<file path="config.mk">
export PLATFORM = sky130hd
export DESIGN_NAME = run_stop_mode_control
export DESIGN_NICKNAME = d
export VERILOG_FILES = /design/src/logic/run_stop_pkg.sv /design/src/logic/contact_qualifier.sv /design/src/logic/run_stop_mode_control.sv
export VERILOG_INCLUDE_DIRS = /design/src /design/src/logic
export SDC_FILE = /design/constraint.sdc
export NUM_CORES = 1
export LEC_CHECK = 0
export BUFFER_PORTS_ARGS = -buffer_cell sky130_fd_sc_hd__buf_2
export CORE_MARGIN = 4
export CORE_UTILIZATION = 46
export DETAILED_ROUTE_END_ITERATION = 7
export GPL_TIMING_DRIVEN = 0
export PLACE_DENSITY = 0.76
export SYNTH_ARGS = -nofsm -noshare
export SYNTH_HDL_FRONTEND = slang
export SYNTH_SLANG_ARGS = --single-unit
export TNS_END_PERCENT = 5
</file>
<file path="constraint.sdc">
create_clock -name mclk_in -period 4.9 [get_ports mclk_in]
set_clock_uncertainty 0.2 [all_clocks]
set_input_delay 0.245 -clock mclk_in [delete_from_list [all_inputs] [get_ports mclk_in]]
set_output_delay 0.245 -clock mclk_in [all_outputs]
set_load 0.005 [all_outputs]
</file>
<file path="src/logic/run_stop_consts.svh">
// Constants for the run/stop mode controller
`ifndef RUN_STOP_CONSTS_SVH
`define RUN_STOP_CONSTS_SVH
`define CLK_MHZ 100
`define SAMPLE_CYCLE_MS 100
`define QUAL_DELAY_MS 200
`define SET_HOLD_MS 2000
`define OP_SCREEN_COUNT 4
`define RUNSTOP_SCREEN 4'h2
`define EVENT_COUNT 4
`define CTRL_PID 2'h0
`define CTRL_HEATCOOL 2'h1
`define CTRL_POSITION 2'h2
`define MV_RESET 16'h0000
`endif

</file>
<file path="src/logic/run_stop_pkg.sv">
// Types for the run/stop mode controller
package run_stop_pkg;
  typedef struct packed {
    logic set;
    logic shift;
    logic up;
    logic down;
    logic direct;
  } key_type;

  typedef enum logic [0:0] {
    MENU_MONITOR = 1'b0,
    MENU_OPERATION = 1'b1
  } menu_state_type;

  typedef struct packed {
    logic [31:0] div;
    logic sampled;
    logic applied;
    logic [31:0] dly;
    logic waiting;
    logic pending;
  } qual_state_type;

  typedef struct packed {
    key_type keys_prev;
    menu_state_type menu;
    logic [3:0] screen;
    logic [31:0] hold_cnt;
    logic hold_done;
    logic key_run;
    logic run_mode;
    logic resume_pulse;
    logic [1:0] resume_mode;
    logic stop_on_sv;
    logic stop_on_pv;
    logic [15:0] heat_out;
    logic [15:0] cool_out;
    logic valve_follow;
    logic [1:0] valve_action;
    logic [3:0] events;
    logic heater_break_alarm_output;
    logic [15:0] transmission;
  } ctrl_state_type;
endpackage

</file>
<file path="src/logic/contact_qualifier.sv">
// Sampling-cycle divider and run/stop contact qualification delay
`timescale 1ns/1ps
`include "run_stop_consts.svh"
module contact_qualifier
  import run_stop_pkg::*;
#(
  parameter int SAMPLE_CYCLES = `SAMPLE_CYCLE_MS * 1000 * `CLK_MHZ,
  parameter int DELAY_CYCLES = `QUAL_DELAY_MS * 1000 * `CLK_MHZ
) (
  input wire logic mclk_in,
  input wire logic rstn_in,
  input wire logic contact_in,
  output logic closed_out
);
  qual_state_type s_reg;
  qual_state_type s_next;
  logic tick_now;

  if (SAMPLE_CYCLES < 1 || DELAY_CYCLES < 1) begin : g_chk
    $error("contact_qualifier: counts must be at least one");
  end

  assign tick_now = (s_reg.div == 32'(SAMPLE_CYCLES - 1));
  assign closed_out = s_reg.applied;

  always_comb begin
    s_next = s_reg;
    s_next.div = tick_now ? 32'h0000_0000 : s_reg.div + 32'h0000_0001;
    if (s_reg.waiting) begin
      if (s_reg.dly == 32'(DELAY_CYCLES - 1)) begin
        s_next.waiting = 1'b0;
        s_next.pending = 1'b1;
      end else begin
        s_next.dly = s_reg.dly + 32'h0000_0001;
      end
    end
    // Contact looked at once per sampling cycle only
    if (tick_now) begin
      if (contact_in != s_reg.sampled) begin
        s_next.sampled = contact_in;
        s_next.dly = 32'h0000_0000;
        s_next.waiting = 1'b1;
        s_next.pending = 1'b0;
      end else if (s_reg.pending) begin
        s_next.applied = s_reg.sampled;
        s_next.pending = 1'b0;
      end
    end
  end

  always_ff @(posedge mclk_in or negedge rstn_in) begin
    if (!rstn_in) begin
      s_reg <= '0;
    end else begin
      s_reg <= s_next;
    end
  end
endmodule

</file>
<file path="src/logic/run_stop_mode_control.sv">
// Run/stop mode controller: key, communication and contact merge with stop outputs
`timescale 1ns/1ps
`include "run_stop_consts.svh"
module run_stop_mode_control
  import run_stop_pkg::*;
#(
  parameter int SAMPLE_CYCLES = `SAMPLE_CYCLE_MS * 1000 * `CLK_MHZ,
  parameter int DELAY_CYCLES = `QUAL_DELAY_MS * 1000 * `CLK_MHZ,
  parameter int HOLD_CYCLES = `SET_HOLD_MS * 1000 * `CLK_MHZ,
  parameter int OP_SCREENS = `OP_SCREEN_COUNT
) (
  input wire logic mclk_in,
  input wire logic rstn_in,
  input wire key_type keys_in,
  input wire logic direct_key_runstop_in,
  input wire logic comm_valid_in,
  input wire logic comm_run_in,
  input wire logic [2:0] contact_in,
  input wire logic [1:0] di_assign_sel_in,
  input wire logic [2:0] di_eligible_in,
  input wire logic stop_disp_on_pv_in,
  input wire logic [1:0] control_type_in,
  input wire logic [15:0] heat_stop_output_value_in,
  input wire logic [15:0] cool_stop_output_value_in,
  input wire logic [15:0] heat_mv_run_in,
  input wire logic [15:0] cool_mv_run_in,
  input wire logic valve_feedback_present_in,
  input wire logic valve_feedback_break_in,
  input wire logic [15:0] valve_feedback_input_in,
  input wire logic [1:0] valve_stop_action_in,
  input wire logic [3:0] event_run_in,
  input wire logic heater_break_alarm_run_in,
  input wire logic [15:0] transmission_run_in,
  input wire logic stop_status_on_in,
  input wire logic [1:0] hot_cold_start_sel_in,
  output logic run_mode_out,
  output logic key_setting_run_out,
  output logic menu_operation_out,
  output logic [3:0] screen_out,
  output logic stop_on_setpoint_display_out,
  output logic stop_on_measured_value_display_out,
  output logic [15:0] heat_output_out,
  output logic [15:0] cool_output_out,
  output logic valve_follow_out,
  output logic [1:0] valve_action_out,
  output logic [3:0] event_out,
  output logic heater_break_alarm_output_out,
  output logic [15:0] transmission_out,
  output logic resume_pulse_out,
  output logic [1:0] resume_mode_out
);
  // ***************************************************************
  // Contact selection and qualification
  // ***************************************************************
  ctrl_state_type s_reg;
  ctrl_state_type s_next;
  logic di_active;
  logic contact_sel;
  logic qual_closed;
  logic run_blocked;
  key_type press;
  logic on_rs_screen;
  logic hold_hit;

  if (OP_SCREENS < 1 || OP_SCREENS > 16 || 32'(`RUNSTOP_SCREEN) >= 32'(OP_SCREENS)
      || HOLD_CYCLES < 1) begin : g_chk
    $error("run_stop_mode_control: unsupported menu or hold setting");
  end

  always_comb begin
    di_active = 1'b0;
    contact_sel = 1'b0;
    if (di_assign_sel_in != 2'h0) begin
      di_active = di_eligible_in[di_assign_sel_in - 2'h1];
      contact_sel = contact_in[di_assign_sel_in - 2'h1];
    end
  end

  contact_qualifier #(
    .SAMPLE_CYCLES(SAMPLE_CYCLES),
    .DELAY_CYCLES(DELAY_CYCLES)
  ) u_qual (
    .mclk_in(mclk_in),
    .rstn_in(rstn_in),
    .contact_in(contact_sel),
    .closed_out(qual_closed)
  );

  assign run_blocked = di_active && !qual_closed;
  assign press = keys_in & ~s_reg.keys_prev;
  assign on_rs_screen = (s_reg.menu == MENU_OPERATION) && (s_reg.screen == `RUNSTOP_SCREEN);
  assign hold_hit = keys_in.set && !s_reg.hold_done &&
                    (s_reg.hold_cnt == 32'(HOLD_CYCLES - 1));

  // ***************************************************************
  // Menu, key setting and mode merge
  // ***************************************************************
  always_comb begin
    s_next = s_reg;
    s_next.keys_prev = keys_in;
    if (!keys_in.set) begin
      s_next.hold_cnt = 32'h0000_0000;
      s_next.hold_done = 1'b0;
    end else if (hold_hit) begin
      s_next.hold_done = 1'b1;
      s_next.screen = 4'h0;
      s_next.menu = (s_reg.menu == MENU_MONITOR) ? MENU_OPERATION : MENU_MONITOR;
    end else if (!s_reg.hold_done) begin
      s_next.hold_cnt = s_reg.hold_cnt + 32'h0000_0001;
    end
    if (s_reg.menu == MENU_OPERATION && press.shift) begin
      s_next.screen = (s_reg.screen == 4'(OP_SCREENS - 1)) ? 4'h0 : s_reg.screen + 4'h1;
    end
    if (on_rs_screen && press.up) begin
      s_next.key_run = 1'b0;
    end else if (on_rs_screen && press.down && !run_blocked) begin
      s_next.key_run = 1'b1;
    end
    if (direct_key_runstop_in && press.direct && (s_reg.key_run || !run_blocked)) begin
      s_next.key_run = !s_reg.key_run;
    end
    if (comm_valid_in) begin
      s_next.key_run = comm_run_in;
    end
    s_next.run_mode = s_reg.key_run && (!di_active || qual_closed);
    s_next.resume_pulse = s_next.run_mode && !s_reg.run_mode;
    s_next.resume_mode = s_next.resume_pulse ? hot_cold_start_sel_in : s_reg.resume_mode;

    // Outputs follow the merged mode
    s_next.stop_on_sv = !s_next.run_mode && !stop_disp_on_pv_in;
    s_next.stop_on_pv = !s_next.run_mode && stop_disp_on_pv_in;
    s_next.valve_follow = 1'b0;
    s_next.valve_action = 2'h0;
    if (s_next.run_mode) begin
      s_next.heat_out = heat_mv_run_in;
      s_next.cool_out = cool_mv_run_in;
      s_next.events = event_run_in;
      s_next.heater_break_alarm_output = heater_break_alarm_run_in;
      s_next.transmission = transmission_run_in;
    end else begin
      s_next.heat_out = heat_stop_output_value_in;
      s_next.cool_out = (control_type_in == `CTRL_HEATCOOL) ? cool_stop_output_value_in
                                                            : `MV_RESET;
      if (control_type_in == `CTRL_POSITION) begin
        s_next.cool_out = `MV_RESET;
        if (valve_feedback_present_in && !valve_feedback_break_in) begin
          s_next.heat_out = valve_feedback_input_in;
          s_next.valve_follow = 1'b1;
        end else begin
          s_next.heat_out = `MV_RESET;
          s_next.valve_action = valve_stop_action_in;
        end
      end
      s_next.events = {`EVENT_COUNT{stop_status_on_in}};
      s_next.heater_break_alarm_output = stop_status_on_in;
      s_next.transmission = stop_status_on_in ? transmission_run_in : `MV_RESET;
    end
  end

  always_ff @(posedge mclk_in or negedge rstn_in) begin
    if (!rstn_in) begin
      s_reg <= '0;
    end else begin
      s_reg <= s_next;
    end
  end

  assign run_mode_out = s_reg.run_mode;
  assign key_setting_run_out = s_reg.key_run;
  assign menu_operation_out = (s_reg.menu == MENU_OPERATION);
  assign screen_out = s_reg.screen;
  assign stop_on_setpoint_display_out = s_reg.stop_on_sv;
  assign stop_on_measured_value_display_out = s_reg.stop_on_pv;
  assign heat_output_out = s_reg.heat_out;
  assign cool_output_out = s_reg.cool_out;
  assign valve_follow_out = s_reg.valve_follow;
  assign valve_action_out = s_reg.valve_action;
  assign event_out = s_reg.events;
  assign heater_break_alarm_output_out = s_reg.heater_break_alarm_output;
  assign transmission_out = s_reg.transmission;
  assign resume_pulse_out = s_reg.resume_pulse;
  assign resume_mode_out = s_reg.resume_mode;
endmodule

</file>
==> results.sh <==
export IMPL_status="finished clean"
export IMPL_vdd_drop_max_uv=269
export IMPL_drc_errors=0
export IMPL_synth_xor_area_share_pct=5.85
export IMPL_cts_root_buf="clkbuf_16"
export IMPL_power_density_mw_per_mm2=291
export IMPL_htree_levels=4
export IMPL_gp_congestion=0.853
export IMPL_timing_rr_start="key_setting_run_out"
export IMPL_via_count=7863
export IMPL_clk_path_buf_depth=2
export IMPL_synth_fp_nets=1019
export IMPL_min_path_type="in2reg"
export IMPL_hold_violations=0
export IMPL_grt_max_degree=97
export IMPL_tritoncts="built"
export IMPL_cp_data_required_time_ps=5070
export IMPL_path_clk_slew_ps=70
export IMPL_holdPathEnd="transmission_out[4]"
export IMPL_grt_ovfl_total=0
export IMPL_grtUsageTotal_pct=22.7
export IMPL_routed_via_density=5.42
export IMPL_wl_mm=24.1
export IMPL_dr_pass1_iters=6
export IMPL_rows=50
export IMPL_grt_pass1_vias=7956
export IMPL_cts_hold_buf=103
export IMPL_ys_async_sr_fraction_pct=100
export IMPL_max_stage_delay_ps=580
export IMPL_netlist_area_mm2=0.00869
export IMPL_cp_top_family="buffers and inverters"
export IMPL_crit_fanout=10
export IMPL_post_cts_setup_buffers=0
export IMPL_drive_gt1_share_pct=26.5
export IMPL_max_freq_ghz=0.322
export IMPL_io_buffer_count=195
export IMPL_muxShareOfSynthArea_pct=1.55
export IMPL_synthCells=884
export IMPL_tightest_slew_ps=860
export IMPL_ys_flop_type="dfrtp_1"
export IMPL_boundaryPins=197
export IMPL_finalSetupViolations=0
export IMPL_drv_cap=0
export IMPL_cts_sink_count=173
export IMPL_drtIter0Drc=509
export IMPL_path_depth=11
export IMPL_power_leakage_nw=5.52
export IMPL_fin_tns_setup_ps=0
export IMPL_ys_warn_count=0
export IMPL_worstPathBufferInverterCount=5
export IMPL_dp_hpwl_mm=15.9
export IMPL_nNetsFinal=1337
export IMPL_postCtsResizedCells=0
export IMPL_crit_type="in2reg"
export IMPL_slowest_stage="dlygate4sd3_1"
export IMPL_cts_buffers=17
export IMPL_initial_core_util_pct=46.6
export IMPL_ys_seq_area_share_pct=49.8
export IMPL_ys_ff_latch=173
export IMPL_synth_top_family_by_area="simple AND/OR/NAND/NOR gates"
export IMPL_coreArea_mm2=0.0186
export IMPL_largest_reg_flops=67
export IMPL_worst_r2r_cell_count=6
export IMPL_grt_setup_unrepaired="false"
export IMPL_die_area_mm2=0.0212
export IMPL_drv_slew=0
export IMPL_dp_slack_ps=1970
export IMPL_synth_adder_area_share_pct=0.864
export IMPL_synth_cell_type_count=59
export IMPL_min_path_cells=3
export IMPL_synth_edf_count=0
export IMPL_fin_crit_ps=3100
export IMPL_die_x_um=145
export IMPL_syn_avg_cell_area_um2=9.83
export IMPL_path_cells="buf_2 > inv_1 > ha_1 > mux2i_1 > mux2_2 > o31a_1 > clkbuf_1 > buf_1 > nand2_1 > o21ai_0 > dlygate4sd3_1"
export IMPL_grt_pass1_wl_mm=39.5
export IMPL_postRouteAntennaNets=0
export IMPL_start_kind="input port"
export IMPL_r2r_slack_ps=2130
export IMPL_die_y_um=145
export IMPL_relSlewSlack_pct=42.2
export IMPL_timing_final_crit_share_pct=63.4
export IMPL_reg2reg_to="cool_output_out[7]"
export IMPL_grt_antenna_before_repair=2
export IMPL_synth_simple_gate_area_share_pct=25.0
export IMPL_final_util_pct=62.5
export IMPL_worst_slack_ps=1800
export IMPL_hp_start="stop_status_on_in"
export IMPL_synth_compound_area_share_pct=9.27
export IMPL_areaGrowthSynthToFinish_pct=34.0
export IMPL_worstSkewPairLatency_ps=430
export IMPL_cp_arrival_ps=3280
export IMPL_endpoint_kind="flip-flop"
export IMPL_wire_per_inst_um=16.6
[metrics by stage]
stage,instance area (µm²),power (mW),cells,hold slack [ps]
2_1_floorplan,8690,1.71,884,-251
3_3_place_gp,9960,1.89,1313,168
3_5_place_dp,10000,1.90,1314,59.1
4_1_cts,11600,3.40,1449,1.00
5_1_grt,11600,3.53,1450,35.3
6_report,11600,3.40,1450,29.5
[synthesized netlist by cell type, types with 10 or more instances]
cell        n  area, µm²
dfrtp_1   173       4330
o21ai_0    51        255
o31ai_1    10       75.1
xor2_1     37        324
nand4_1    36        225
a22oi_1    16        120
a21oi_1    30        150
nor2_1     56        210
nand3_1    42        210
nand2_1    96        360
buf_4      60        450
nor2b_1    27        169
xnor2_1    21        184
or3_1      22        138
clkbuf_1   22       82.6
nor3_1     16       80.1
and3_1     16        100
inv_1      14       52.6
or4_1      12       90.1
nor4_1     10       62.6
[report_power, final]
part / leakage [nW] / internal (mW) / switching (mW)
logic: 2.94 / 0.260 / 0.200
registers: 2.28 / 1.49 / 0.0250
clock network: 0.300 / 0.827 / 0.596
total: 5.52 / 2.57 / 0.821
[cell families (layout without fill, tap and decap cells)]
kind of cell	Yosys count	count (layout)
buffers and inverters	110	441
flip-flops	173	173
AO/OA/AOI/OAI	131	131
AND/OR/NAND/NOR	393	393
XOR/XNOR	58	58
other	0	1
multiplexers	13	13
adder cells (fa/ha/maj)	6	6
[worst max path at each step]
stage | to | slack [ps] | start
3_3_place_gp | s_reg[77] | 630 | rstn_in
3_5_place_dp | cool_output_out[8] | 1970 | di_assign_sel_in[0]
6_report | cool_output_out[7] | 1800 | di_assign_sel_in[0]
2_1_floorplan | event_out[0] | 2700 | di_assign_sel_in[0]
5_1_grt | cool_output_out[0] | 1650 | di_assign_sel_in[0]
4_1_cts | cool_output_out[3] | 1900 | di_assign_sel_in[0]
[metal layers]
metal  track usage [%]  wire [µm]  vias to the layer above
li1                  -          -                     3713
met1              28.1       9860                     3806
met2              38.3      11900                      279
met3              4.80       1440                       63
met4              10.7        935                        2
met5                 0         12                        -
[final cells by class]
cell class              count  area, µm²
fillers                  1404       6990
plain buffers              95        609
repair buffers            299       2040
multi-input cells         601       3700
diodes                      1       2.50
clock inverters            14        179
inverters                  15       56.3
well taps                 234        293
clock buffers              18        439
flip-flops and latches    173       4330
[layout by cell type, fill, tap and decap left out, drive strengths merged, types with 17 or more instances in the layout]
cell type	n
a21oi	30
buf	268
clkbuf	41
dfrtp	173
dlygate4sd3	103
inv	20
nand2	96
nand3	42
nand4	37
nor2	58
nor2b	27
nor3	17
o21ai	51
or3	22
xnor2	21
xor2	37
[worst reg2reg max path, stage by stage, from the launching register on]
cell and delay (ps):
dfrtp_1 390, o31a_1 370, clkbuf_1 450, buf_1 490, nand2_1 130, o21ai_0 110
dlygate4sd3_1 580
(Power assumes the default switching activity.)
